`config.mk`:
```
export PLATFORM = sky130hd
export DESIGN_NAME = tcu_top
export DESIGN_NICKNAME = d
export VERILOG_FILES = /design/src/pkg/tcu_pkg.sv /design/src/rtl/tcu_irq.sv /design/src/rtl/tcu_match.sv /design/src/rtl/tcu_top.sv
export SDC_FILE = /design/constraint.sdc
export NUM_CORES = 1
export LEC_CHECK = 0
export BUFFER_PORTS_ARGS = -buffer_cell sky130_fd_sc_hd__buf_2
export CORE_MARGIN = 2
export CORE_UTILIZATION = 45
export CTS_BUF_LIST = sky130_fd_sc_hd__clkbuf_8
export DETAILED_ROUTE_END_ITERATION = 8
export GPL_TIMING_DRIVEN = 1
export PLACE_DENSITY = 0.81
export SETUP_SLACK_MARGIN = 0.15
export SLEW_MARGIN = 10
export SYNTH_ARGS = -nofsm -noshare
export SYNTH_HDL_FRONTEND = slang
export SYNTH_HIERARCHICAL = 1
export SYNTH_SLANG_ARGS = --single-unit
export TNS_END_PERCENT = 10
```
`constraint.sdc`:
```
create_clock -name pclk -period 3.6 [get_ports pclk]
set_input_delay 0.36 -clock pclk [delete_from_list [all_inputs] [get_ports pclk]]
set_output_delay 0.36 -clock pclk [all_outputs]
set_load 0.02 [all_outputs]
```
`src/pkg/tcu_pkg.sv`:
```
// shared constants and carrier types of the timer compare unit
package tcu_pkg;
  localparam logic [7:0] TCU_OFF_CONTROL = 8'h00;
  localparam logic [7:0] TCU_OFF_CMP_LOW = 8'h04;
  localparam logic [7:0] TCU_OFF_CMP_HIGH = 8'h08;
  localparam logic [7:0] TCU_OFF_STATUS = 8'h0C;
  localparam logic [7:0] TCU_OFF_MASK = 8'h10;
  localparam logic [7:0] TCU_OFF_ALT_PIN = 8'h14;
  localparam logic [7:0] TCU_OFF_TIMER = 8'h18;
  localparam logic [7:0] TCU_RST_CONTROL = 8'h00;
  localparam logic [7:0] TCU_RST_CMP = 8'h00;
  localparam logic [1:0] TCU_RST_MASK = 2'h0;
  localparam int TCU_MODE_LSB = 0;
  localparam int TCU_MODE_W = 4;
  localparam int TCU_ALT_BIT = 0;
  localparam int TCU_EVT_MATCH = 0;
  localparam int TCU_EVT_SPECIAL = 1;
  localparam int TCU_NUM_EVT = 2;
  localparam logic [3:0] TCU_MODE_TOGGLE = 4'h2;
  localparam logic [3:0] TCU_MODE_SET = 4'h8;
  localparam logic [3:0] TCU_MODE_CLEAR = 4'h9;
  localparam logic [3:0] TCU_MODE_SWI = 4'hA;
  localparam logic [3:0] TCU_MODE_SPECIAL = 4'hB;
  localparam int TCU_ADC_UNIT = 5;

  typedef struct packed {
    logic [15:0] count;
    logic tick;
  } tcu_timer_t;

  typedef struct packed {
    logic out;
    logic oe_n;
  } tcu_pin_t;
endpackage : tcu_pkg

```
`src/rtl/tcu_irq.sv`:
```
// sticky event status with mask and level interrupt
`timescale 1ns/10ps
module tcu_irq #(
  parameter int N = 2
) (
  input wire logic pclk,
  input wire logic presetn,
  input wire logic [N-1:0] evt,
  input wire logic [N-1:0] clr,
  input wire logic [N-1:0] mask_wdata,
  input wire logic mask_we,
  output logic [N-1:0] status,
  output logic [N-1:0] mask,
  output logic irq
);
  import tcu_pkg::*;

  logic [N-1:0] status_nxt;
  logic [N-1:0] mask_nxt;

  genvar i;
  generate
    for (i = 0; i < N; i++)
    begin : g_bit
      // a new event wins over a write-one-to-clear in the same cycle
      assign status_nxt[i] = evt[i] | (status[i] & ~clr[i]);
    end
  endgenerate

  // the interrupt follows a mask write in the same cycle as the mask itself
  assign mask_nxt = mask_we ? mask_wdata : mask;

  always_ff @(posedge pclk or negedge presetn)
  begin
    if (!presetn)
    begin
      status <= '0;
    end
    else
    begin
      status <= status_nxt;
    end
  end

  always_ff @(posedge pclk or negedge presetn)
  begin
    if (!presetn)
    begin
      mask <= N'(TCU_RST_MASK);
    end
    else if (mask_we)
    begin
      mask <= mask_wdata;
    end
  end

  always_ff @(posedge pclk or negedge presetn)
  begin
    if (!presetn)
    begin
      irq <= 1'b0;
    end
    else
    begin
      irq <= |(status_nxt & mask_nxt);
    end
  end
endmodule : tcu_irq

```
`src/rtl/tcu_match.sv`:
```
// equality detector between compare value and timer count
`timescale 1ns/10ps
module tcu_match #(
  parameter int WIDTH = 16
) (
  input wire logic pclk,
  input wire logic presetn,
  input wire logic [WIDTH-1:0] compare_value,
  input wire logic [WIDTH-1:0] timer_count,
  input wire logic run,
  output logic match,
  output logic match_rise
);
  import tcu_pkg::*;

  logic match_q_r;

  // equality is evaluated every cycle, so a changed compare value drops it at once
  assign match = run && (compare_value == timer_count);

  always_ff @(posedge pclk or negedge presetn)
  begin
    if (!presetn)
    begin
      match_q_r <= 1'b0;
    end
    else
    begin
      match_q_r <= match;
    end
  end

  // one action per match, not one per cycle the count rests on the value
  assign match_rise = match && !match_q_r;
endmodule : tcu_match

```
`src/rtl/tcu_top.sv`:
```
// compare unit: apb registers, match actions, pin and special event logic
//
// Local design decisions: the address map and the APB register port.
`timescale 1ns/10ps
module tcu_top #(
  parameter int UNIT_ID = 1,
  parameter int CMP_W = 16
) (
  input wire logic pclk,
  input wire logic presetn,
  input wire logic psel,
  input wire logic penable,
  input wire logic pwrite,
  input wire logic [7:0] paddr,
  input wire logic [31:0] pwdata,
  input wire logic [3:0] pstrb,
  output logic [31:0] prdata,
  output logic pready,
  output logic pslverr,
  input wire tcu_pkg::tcu_timer_t timer_in,
  input wire logic adc_enabled,
  input wire logic sleep,
  output logic special_event,
  output logic timer_reset,
  output logic adc_start,
  output logic unit_irq_flag,
  output logic irq,
  output tcu_pkg::tcu_pin_t pin_main,
  output tcu_pkg::tcu_pin_t pin_alt
);
  import tcu_pkg::*;

  logic [7:0] unit_control_r;
  logic [7:0] compare_value_low_r;
  logic [7:0] compare_value_high_r;
  logic alt_pin_select_r;
  logic out_latch_r;
  logic pending_r;
  logic [31:0] prdata_r;
  logic pready_r;
  logic pslverr_r;
  logic timer_reset_r;
  logic adc_start_r;
  logic [3:0] compare_mode_field;
  logic [CMP_W-1:0] compare_value;
  logic match;
  logic match_rise;
  logic mode_pin;
  logic mode_any;
  logic mode_sev;
  logic access;
  logic wr_en;
  logic wr_lane0;
  logic mapped;
  logic [TCU_NUM_EVT-1:0] evt;
  logic [TCU_NUM_EVT-1:0] clr;
  logic [TCU_NUM_EVT-1:0] status;
  logic [TCU_NUM_EVT-1:0] mask;
  logic irq_w;
  logic [31:0] rd_nxt;

  assign compare_mode_field = unit_control_r[TCU_MODE_LSB +: TCU_MODE_W];
  assign compare_value = {compare_value_high_r, compare_value_low_r};

  // mode decode
  always_comb
  begin
    mode_pin = 1'b0;
    mode_any = 1'b0;
    mode_sev = 1'b0;
    case (compare_mode_field)
      TCU_MODE_TOGGLE, TCU_MODE_SET, TCU_MODE_CLEAR:
      begin
        mode_pin = 1'b1;
        mode_any = 1'b1;
      end
      TCU_MODE_SWI:
      begin
        mode_any = 1'b1;
      end
      TCU_MODE_SPECIAL:
      begin
        mode_any = 1'b1;
        mode_sev = 1'b1;
      end
      default:
      begin
        mode_any = 1'b0;
      end
    endcase
  end

  tcu_match #(
    .WIDTH(CMP_W)
  ) u_match (
    .pclk(pclk),
    .presetn(presetn),
    .compare_value(compare_value),
    .timer_count(timer_in.count),
    .run(mode_any && !sleep),
    .match(match),
    .match_rise(match_rise)
  );

  // apb slave: one wait state, answer on the second access cycle
  assign access = psel && penable;
  assign wr_en = access && pwrite && pready_r;
  assign wr_lane0 = wr_en && pstrb[0];

  always_comb
  begin
    mapped = 1'b1;
    rd_nxt = 32'h0000_0000;
    case (paddr)
      TCU_OFF_CONTROL:
      begin
        rd_nxt[7:0] = unit_control_r;
      end
      TCU_OFF_CMP_LOW:
      begin
        rd_nxt[7:0] = compare_value_low_r;
      end
      TCU_OFF_CMP_HIGH:
      begin
        rd_nxt[7:0] = compare_value_high_r;
      end
      TCU_OFF_STATUS:
      begin
        rd_nxt[TCU_NUM_EVT-1:0] = status;
      end
      TCU_OFF_MASK:
      begin
        rd_nxt[TCU_NUM_EVT-1:0] = mask;
      end
      TCU_OFF_ALT_PIN:
      begin
        rd_nxt[TCU_ALT_BIT] = alt_pin_select_r;
      end
      TCU_OFF_TIMER:
      begin
        rd_nxt[CMP_W-1:0] = timer_in.count;
      end
      default:
      begin
        mapped = 1'b0;
      end
    endcase
  end

  always_ff @(posedge pclk or negedge presetn)
  begin
    if (!presetn)
    begin
      pready_r <= 1'b0;
      pslverr_r <= 1'b0;
      prdata_r <= 32'h0000_0000;
    end
    else
    begin
      pready_r <= access && !pready_r;
      pslverr_r <= access && !pready_r && !mapped;
      if (access && !pready_r && !pwrite)
      begin
        prdata_r <= rd_nxt;
      end
    end
  end

  // configuration registers
  always_ff @(posedge pclk or negedge presetn)
  begin
    if (!presetn)
    begin
      unit_control_r <= TCU_RST_CONTROL;
      compare_value_low_r <= TCU_RST_CMP;
      compare_value_high_r <= TCU_RST_CMP;
      alt_pin_select_r <= 1'b0;
    end
    else if (wr_lane0)
    begin
      case (paddr)
        TCU_OFF_CONTROL:
        begin
          unit_control_r <= pwdata[7:0];
        end
        TCU_OFF_CMP_LOW:
        begin
          compare_value_low_r <= pwdata[7:0];
        end
        TCU_OFF_CMP_HIGH:
        begin
          compare_value_high_r <= pwdata[7:0];
        end
        TCU_OFF_ALT_PIN:
        begin
          alt_pin_select_r <= pwdata[TCU_ALT_BIT];
        end
        default:
        begin
          alt_pin_select_r <= alt_pin_select_r;
        end
      endcase
    end
  end

  // compare output latch
  always_ff @(posedge pclk or negedge presetn)
  begin
    if (!presetn)
    begin
      out_latch_r <= 1'b0;
    end
    else if (wr_lane0 && paddr == TCU_OFF_CONTROL && pwdata[7:0] == 8'h00)
    begin
      out_latch_r <= 1'b0;
    end
    else if (match_rise && mode_pin)
    begin
      case (compare_mode_field)
        TCU_MODE_TOGGLE:
        begin
          out_latch_r <= !out_latch_r;
        end
        TCU_MODE_SET:
        begin
          out_latch_r <= 1'b1;
        end
        default:
        begin
          out_latch_r <= 1'b0;
        end
      endcase
    end
  end

  // pin routing; drive only in pin modes, port keeps the pin otherwise
  always_ff @(posedge pclk or negedge presetn)
  begin
    if (!presetn)
    begin
      pin_main <= '{out: 1'b0, oe_n: 1'b1};
      pin_alt <= '{out: 1'b0, oe_n: 1'b1};
    end
    else
    begin
      pin_main.out <= out_latch_r;
      pin_alt.out <= out_latch_r;
      pin_main.oe_n <= !(mode_pin && !alt_pin_select_r);
      pin_alt.oe_n <= !(mode_pin && alt_pin_select_r);
    end
  end

  // special event output is the raw equality in trigger mode
  assign special_event = match && mode_sev;

  // timer reset waits for the timer tick and dies with the match
  always_ff @(posedge pclk or negedge presetn)
  begin
    if (!presetn)
    begin
      pending_r <= 1'b0;
    end
    else if (!special_event || timer_in.tick)
    begin
      pending_r <= 1'b0;
    end
    else if (match_rise)
    begin
      pending_r <= 1'b1;
    end
  end

  // the reset is a plain clear request, never an overflow indication
  always_ff @(posedge pclk or negedge presetn)
  begin
    if (!presetn)
    begin
      timer_reset_r <= 1'b0;
      adc_start_r <= 1'b0;
    end
    else
    begin
      timer_reset_r <= pending_r && special_event && timer_in.tick;
      adc_start_r <= (UNIT_ID == TCU_ADC_UNIT) && adc_enabled && match_rise && mode_sev;
    end
  end

  assign evt[TCU_EVT_MATCH] = match_rise;
  assign evt[TCU_EVT_SPECIAL] = match_rise && mode_sev;
  assign clr = (wr_lane0 && paddr == TCU_OFF_STATUS) ? pwdata[TCU_NUM_EVT-1:0] : '0;

  tcu_irq #(
    .N(TCU_NUM_EVT)
  ) u_irq (
    .pclk(pclk),
    .presetn(presetn),
    .evt(evt),
    .clr(clr),
    .mask_wdata(pwdata[TCU_NUM_EVT-1:0]),
    .mask_we(wr_lane0 && paddr == TCU_OFF_MASK),
    .status(status),
    .mask(mask),
    .irq(irq_w)
  );

  assign prdata = prdata_r;
  assign pready = pready_r;
  assign pslverr = pslverr_r;
  assign timer_reset = timer_reset_r;
  assign adc_start = adc_start_r;
  assign unit_irq_flag = status[TCU_EVT_MATCH];
  assign irq = irq_w;
endmodule : tcu_top

```
==> results.json, run 1 <==
{
  "track_usage": 0.188,
  "synth.most_common_cell": "dfrtp_1",
  "fin_skew_ns": 0.00546,
  "period_minus_slack_ns": 2.97,
  "tns_ns": 0,
  "wl_microns": 6490,
  "min_period_over_period": 0.824,
  "drtPass1Iterations": 4,
  "die_w_microns": 84.0,
  "fin_area_sq_um": 3330,
  "layout-drive-gt1-share": 0.368,
  "io_buffers": 65,
  "busiest_layer": "met2",
  "synth-seq-area-share": 0.479,
  "area_growth_syn_to_layout_pct": 15.7,
  "irDropWorstVdd_mv": 0.243,
  "place_ws_ns": 0.866,
  "yosysTopAreaCellShare": 0.460,
  "grt_use_met3": 0.0376,
  "hold_buffers": 0,
  "first_iter_violations": 179,
  "drcViolationCount": 0,
  "async_flop_share": 1.00,
  "finalSetupViolCount": 0,
  "crit_required_ns": 3.24,
  "grt_use_met2": 0.312,
  "cts_sinks": 55,
  "synthTopCellsByArea": "dfrtp_1, mux2_2, buf_4",
  "antenna_found_initial": 0,
  "start_kind": "flip-flop",
  "avgSynthCellArea_sq_um": 11.9,
  "rows": 29,
  "clkTransAtPathRegs_ns": 0.09,
  "cap_violations": 0,
  "use_met1": 0.243,
  "nets": 374,
  "fin_ws_ns": 0.633,
  "worstMarginPinSlew_ns": 0.950,
  "hpwl_microns": 4920,
  "cts_buffer_depth": 2,
  "cts-resized-gates": 0,
  "fmax_ghz": 0.337,
  "synth-edff-count": 0,
  "synth_area_sq_um": 2880,
  "via_per_inst": 5.59,
  "synth-seq-cells": 55,
  "htree_levels": 2,
  "leakage_nw": 1.68,
  "rsz0062_at_grt": "false",
  "hold_class": "in -> async",
  "cts-buffers-inserted": 5,
  "grt_pass1_wl_microns": 10600,
  "slew-limit-headroom": 0.362,
  "ant_nets": 0,
  "path_class": "reg -> out",
  "pin_count": 111,
  "start_util": 0.459,
  "yosys_warnings": 6,
  "gr-total-overflow": 0,
  "netlist_instances": 243,
  "synth_flop_cell": "dfrtp_1",
  "core_area_sq_um": 6280,
  "cts_tree": "built",
  "placed_cell_area_sq_um": 3200,
  "slew_viol_final": 0,
  "synthTopCellsByCount": "dfrtp_1, buf_4, mux2_2",
  "hold_viol_final": 0,
  "grt_pass1_vias": 2082,
  "insertion_delay_ns": 0.30,
  "num_vias": 2147,
  "cp_max_fo": 8,
  "diodes": 0,
  "grt_max_degree": 56,
  "die_area_sq_um": 7060,
  "cp.arrival_ns": 2.61,
  "power_density_nw_per_um2": 359,
  "fillers": 560,
  "end_kind": "primary output",
  "cts-root-buf": "clkbuf_8",
  "dieHeight_microns": 84.0,
  "synth_cell_types": 51,
  "wl_per_cell_microns": 16.9,
  "status": "finished, final reports clean",
  "synth_largest_area_cell": "dfrtp_1",
  "cts_setup_buffers": 0,
  "place_congestion": 0.887
}
[cell type report]
| cell class | instances | area (sq um) | share of cell area |
|---|---|---|---|
| flip-flops and latches | 55 | 1380 | 0.414 |
| inverters | 4 | 15.0 | 0.00450 |
| clock buffers | 5 | 68.8 | 0.0206 |
| clock inverters | 3 | 63.8 | 0.0191 |
| multi-input cells | 173 | 1370 | 0.411 |
| well taps | 77 | 96.3 | 0.0289 |
| repair buffers | 67 | 340 | 0.102 |
[critical path, stage by stage (launching register included)]
cell and delay, ns:
dfrtp_1 0.48, nor2b_1 0.25, nor2_1 0.06, nor3_1 0.27
nand4_1 0.12, or4_1 0.60, nor2_1 0.16, and2_1 0.18
buf_2 0.17
[power breakdown]
group          switching [mW]  internal, mW  leakage [nW]
logic                  0.0736        0.0341         0.848
registers             0.00169         0.620         0.760
clock network           0.194         0.275        0.0695
total                   0.269         0.929          1.68
[metrics by stage]
stage	power (mW)	util	instances	hold WS [ns]
floorplan	0.701	-	259	0.0644
global placement	0.739	0.510	376	0.441
detailed placement	0.741	0.510	376	0.435
CTS	1.21	0.531	384	0.190
global route	1.24	0.531	384	0.208
finish	1.20	0.531	384	0.166
[layout by cell type, fill, tap and decap left out, types with 8 or more instances in the layout]
cell / n
a22o_1: 15
buf_2: 65
conb_1: 17
dfrtp_1: 53
mux2_2: 18
mux2_4: 9
mux2i_1: 11
nand2_1: 9
nor2_1: 8
xnor2_1: 10
[path summary, 6_finish.rpt]
kind | startpoint | to | slack (ns) | cells past startpoint
max | unit_control_r[1]$_DFFE_PN0P_ | special_event | 0.63 | 8
max in group asynchronous | presetn | compare_value_high_r[1]$_DFFE_PN0P_ | 2.99 | 2
min reg2reg | alt_pin_select_r$_DFFE_PN0P_ | pin_alt[0]$_DFF_PN1_ | 0.46 | 1
min | presetn | prdata[1]$_DFFE_PN0P_ | 0.17 | 2
max reg2reg | unit_control_r[1]$_DFFE_PN0P_ | out_latch_r$_DFFE_PN0P_ | 0.78 | 10
min in group pclk | timer_in[0] | pending_r$_DFFE_PN0P_ | 0.21 | 2
[registers in the layout, indices dropped and copies added, names as in the netlist]
signal,count
pending_r,1
out_latch_r,1
u_match/match_q_r,1
unit_control_r,8
timer_reset,1
prdata,16
compare_value_high_r,8
pslverr,1
compare_value_low_r,8
u_irq/irq,1
alt_pin_select_r,1
pin_main,1
u_irq/status,2
pready,1
pin_alt,2
u_irq/mask,2
[cell families after synthesis]
group / count (synthesis) / synth area share
other cells: 1 / 0.00130
compound gates: 38 / 0.103
buf+inv: 31 / 0.0664
simple gates: 63 / 0.139
xor+xnor: 16 / 0.0486
flops: 55 / 0.479
mux: 39 / 0.163
[per-layer routing]
metal  wire (microns)  vias up
met5                0        -
met4               82        0
met3              431        8
met2             3160       81
met1             2810     1071
li1                 -      987
(Power assumes the default switching activity.)
==> run 2, diff against run 1 <==
clock period = 2.73 ns   (was 3.6 ns; I/O delays follow)
==> run 2 against run 1 <==
  * First-iteration DRC count down 7.8%
  * Critical path type unchanged
  * Sequential power up 32%
  * Total power up 24%
  * Core utilization up 1.1 points
  * Final cell count up 2.6%
==> results.json, run 2 (synthesis gave the netlist of run 1 again) <==
{
  "status": "finished, final reports clean",
  "gr-total-overflow": 0,
  "ff2ff_setup_slack_ns": 0.32,
  "fmax_ghz": 0.403,
  "cts_tree": "built",
  "fin_skew_ns": 0.0107,
  "fin_area_sq_um": 3400,
  "grt_pass1_wl_microns": 10400,
  "core_area_sq_um": 6280,
  "cap_violations": 0,
  "nets": 384,
  "grt_max_degree": 37,
  "wl_microns": 6450,
  "hpwl_microns": 4980,
  "drtPass1Iterations": 4,
  "cpPeakStageDelay_ns": 0.55,
  "die_w_microns": 84.0,
  "clkTransAtPathRegs_ns": 0.09,
  "drcViolationCount": 0,
  "crit_chain": "nor2b_2 > nor2_1 > nor3_2 > nand4_1 > or4_4 > nor2_1 > and2_4 > buf_2",
  "crit_top_cell": "nor2_1",
  "first_iter_violations": 165,
  "irDropWorstVdd_mv": 0.221,
  "power_density_nw_per_um2": 438,
  "hold_class": "in -> reg",
  "insertion_delay_ns": 0.31,
  "cts-root-buf": "clkbuf_8",
  "cp_max_fo": 3,
  "layout-drive-gt1-share": 0.397,
  "wl_per_cell_microns": 16.4,
  "die_area_sq_um": 7060,
  "grt_pass1_vias": 2102,
  "period_minus_slack_ns": 2.48,
  "io_buffers": 65,
  "start_util": 0.459,
  "post-route-util": 0.542,
  "path_class": "reg -> out",
  "via_per_inst": 5.49,
  "placed_cell_area_sq_um": 3260,
  "track_usage": 0.187,
  "antenna_found_initial": 0,
  "htree_levels": 2,
  "timing.hold.ws_ns": 0.125,
  "place_congestion": 0.852,
  "cts-buffers-inserted": 5,
  "rows": 29,
  "leakage_nw": 1.72,
  "num_vias": 2165,
  "hold_viol_final": 0,
  "ant_nets": 0,
  "dieHeight_microns": 84.0,
  "min_period_over_period": 0.908,
  "cp.arrival_ns": 2.21,
  "end_kind": "primary output",
  "fillers": 538,
  "final_cell_mix": "buf_2, dfrtp_1, mux2_2, conb_1, a22o_1",
  "crit_required_ns": 2.46,
  "finalSetupViolCount": 0,
  "worstMarginPinSlew_ns": 0.671,
  "slew_viol_final": 0,
  "start_kind": "flip-flop",
  "pin_count": 111,
  "mostFrequentLayoutCell": "buf_2",
  "slowest_stage": "or4_4",
  "diodes": 0,
  "cts_buffer_depth": 2,
  "tns_ns": 0,
  "cts_sinks": 55,
  "slew-limit-headroom": 0.552,
  "rsz0062_at_grt": "true",
  "area_growth_syn_to_layout_pct": 18.1,
  "largest_register_ffs": 16,
  "p_total_mw": 1.49
}
## run 2: repair_timing
action | CTS | global route
hold buffers | 1 | 0
endpoints found under the hold margin | 19 | 0
endpoints found under the setup margin | 2 | 2
buffers inserted | 1 | 0
gates resized for setup | 2 | 2
gates cloned | 0 | 0
## run 2: worst max-delay path, delay by kind of cell, from the launching register on
kind	cells	cell delay, ns
buffers and inverters	1	0.15
AND/OR/NAND/NOR	7	1.34
flip-flops	1	0.41
## run 2: per-stage QoR
step / setup WS, ns / cells
2_1_floorplan: 0.451 / 259
3_3_place_gp: 0.183 / 384
3_5_place_dp: 0.141 / 384
4_1_cts: 0.184 / 394
5_1_grt: 0.141 / 394
6_report: 0.251 / 394
## run 2: where the power goes
| group | internal (mW) | switching, mW |
|---|---|---|
| clock network | 0.270 | 0.256 |
| registers | 0.817 | 0.00209 |
| logic | 0.0461 | 0.0975 |
| total | 1.13 | 0.356 |
## run 2: final timing paths
check | startpoint | endpoint | cells after the start
worst max-delay path | unit_control_r[0]$_DFFE_PN0P_ | special_event | 8
worst min-delay path | timer_in[0] | pending_r$_DFFE_PN0P_ | 2
worst max register to register | unit_control_r[0]$_DFFE_PN0P_ | out_latch_r$_DFFE_PN0P_ | 10
worst min register to register | out_latch_r$_DFFE_PN0P_ | pin_alt[1]$_DFF_PN0_ | 0
max in group asynchronous | presetn | pin_alt[0]$_DFF_PN1_ | 3
min in group asynchronous | presetn | u_irq/irq$_DFF_PN0_ | 2
## run 2: layout make-up
type                            instances  area (sq um)  share of cell area
Sequential cell                        55          1380               0.405
Multi-Input combinational cell        173          1390               0.407
Inverter                                4          15.0             0.00441
Clock buffer                            5          68.8              0.0202
Tap cell                               77          96.3              0.0283
Timing Repair Buffer                   77           418               0.123
Clock inverter                          3          41.3              0.0121
## run 2: per-layer routing
layer | GRT usage | share of wire
met2 | 0.313 | 0.49
met5 | 0 | 0
met3 | 0.0336 | 0.051
met4 | 0.0528 | 0.016
met1 | 0.248 | 0.44
==> run 3, diff against run 2 <==
CORE_UTILIZATION = 51   (was 45)
PLACE_DENSITY = 0.9   (was 0.81)
==> run 3 against run 2 <==
  * Sequential share of layout area rose by 0.060 points
  * Final cell count fell by 1.8%
  * Flip-flop and latch count did not move
  * Non-clock buffer count fell by 2
  * Via count rose by 2.4%
  * Register-to-register slack barely moved
  * Largest cell class unchanged
==> results.json, run 3 (synthesis gave the netlist of run 1 again) <==
{
  "largest_register_ffs": 16,
  "cpPeakStageDelay_ns": 0.57,
  "antenna_found_initial": 0,
  "power_frac_seq": 0.545,
  "hpwl_microns": 5120,
  "pwr-share-clk": 0.357,
  "timing.hold.ws_ns": 0.105,
  "r2r-start": "unit_control_r[0]$_DFFE_PN0P_",
  "cap_violations": 0,
  "r2r_end": "out_latch_r$_DFFE_PN0P_",
  "tns_ns": 0,
  "grt_pass1_vias": 2171,
  "cts_setup_buffers": 0,
  "min_period_over_period": 0.911,
  "power_switching_uw": 367,
  "dpl.cell_count": 378,
  "track_usage": 0.226,
  "cts_sinks": 55,
  "cts_buffer_depth": 2,
  "mostFrequentLayoutCell": "buf_2",
  "irDropWorstVdd_mv": 0.208,
  "hold_depth": 2,
  "area_growth_syn_to_layout_pct": 17.9,
  "slowest_stage": "or4_4",
  "fin_cells": 387,
  "wl_per_cell_microns": 17.6,
  "die_w_microns": 79.2,
  "fin_ws_ns": 0.242,
  "finalSetupViolCount": 0,
  "io_buffers": 65,
  "start_kind": "flip-flop",
  "crit_chain": "nor2b_4 > nor2_1 > nor3_2 > nand4_1 > or4_4 > nor2_2 > and2_4 > buf_4",
  "hold-path-endpoint": "pending_r$_DFFE_PN0P_",
  "r2r_cells": 10,
  "cp.arrival_ns": 2.21,
  "wl_microns": 6820,
  "hold_class": "in -> reg",
  "end_kind": "primary output",
  "hold_viol_final": 0,
  "fmax_ghz": 0.402,
  "rows": 27,
  "path_class": "reg -> out",
  "final_cell_mix": "buf_2, dfrtp_1, mux2_2, conb_1, a22o_1",
  "drtPass1Iterations": 4,
  "rsz0062_at_grt": "true",
  "grt_max_degree": 29,
  "period_minus_slack_ns": 2.49,
  "drcViolationCount": 0,
  "diodes": 0,
  "power_density_nw_per_um2": 442,
  "cts_tree": "built",
  "start_util": 0.527,
  "place_ws_ns": 0.116,
  "swShare": 0.245,
  "power_frac_comb": 0.097,
  "p_int_mw": 1.13,
  "pin_count": 111,
  "clkTransAtPathRegs_ns": 0.10,
  "gr-total-overflow": 0,
  "insertion_delay_ns": 0.32,
  "status": "finished, final reports clean",
  "crit_required_ns": 2.46,
  "die_area_sq_um": 6270,
  "place_congestion": 0.887,
  "first_iter_violations": 220,
  "nets": 382,
  "dieHeight_microns": 79.2,
  "grt_pass1_wl_microns": 10900,
  "fin_area_sq_um": 3400,
  "ff2ff_setup_slack_ns": 0.32,
  "layout-drive-gt1-share": 0.397,
  "ant_nets": 0,
  "htree_levels": 2,
  "slew_viol_final": 0,
  "via_per_inst": 5.73,
  "core_area_sq_um": 5470,
  "leakage_nw": 1.71,
  "placed_cell_area_sq_um": 3250,
  "num_vias": 2216,
  "worstMarginPinSlew_ns": 0.615,
  "hold_start": "timer_in[0]",
  "fin_skew_ns": 0.0108,
  "cts-buffers-inserted": 5,
  "slew-limit-headroom": 0.590,
  "cp_max_fo": 3,
  "cts-root-buf": "clkbuf_8"
}
## run 3: critical path, delay by kind of cell, from the launching register on
family,cells,cell delay [ns]
flip-flops,1,0.42
buffers and inverters,1,0.14
AND/OR/NAND/NOR,7,1.33
## run 3: worst max-delay path by stage
stage	end	depth (start not counted)	startpoint	slack (ns)
6_report	special_event	8	unit_control_r[0]$_DFFE_PN0P_	0.24
2_1_floorplan	compare_value_high_r[0]$_DFFE_PN0P_	5	paddr[1]	0.45
3_5_place_dp	out_latch_r$_DFFE_PN0P_	10	unit_control_r[0]$_DFFE_PN0P_	0.12
5_1_grt	out_latch_r$_DFFE_PN0P_	10	unit_control_r[0]$_DFFE_PN0P_	0.14
4_1_cts	special_event	8	unit_control_r[0]$_DFFE_PN0P_	0.19
3_3_place_gp	u_irq/irq$_DFF_PN0_	8	paddr[1]	0.24
## run 3: routing by layer
layer,part of all wire,GRT usage
met1,0.43,0.294
met2,0.50,0.390
met3,0.058,0.0375
met4,0.013,0.0603
met5,0,0
## run 3: layout make-up
class | instances | area [sq um]
fill | 430 | 2070
inverter | 4 | 15.0
clock inverter | 3 | 41.3
timing repair buffer | 75 | 405
sequential | 55 | 1380
tap | 72 | 90.1
clock buffer | 5 | 68.8
multi-input combinational | 173 | 1400
## run 3: power groups by stage
stage          sequential (mW)  clock (mW)  combinational, mW
2_1_floorplan            0.838           0             0.0859
3_3_place_gp             0.835           0              0.140
3_5_place_dp             0.835           0              0.143
4_1_cts                  0.819       0.538              0.145
5_1_grt                  0.820       0.577              0.158
6_report                 0.819       0.537              0.146
## run 3: through the flow
stage / util / total power [mW]
after global placement: 0.594 / 0.975
after global routing: 0.621 / 1.55
after detailed placement: 0.594 / 0.978
after floorplan: - / 0.924
after CTS: 0.618 / 1.50
final: 0.621 / 1.50
## run 3: repair_timing
| item | 4_1_cts | 5_1_grt |
|---|---|---|
| hold endpoints to repair | 53 | 0 |
| setup endpoints to repair | 2 | 2 |
| gates resized for setup | 3 | 5 |
| hold buffers | 1 | 0 |
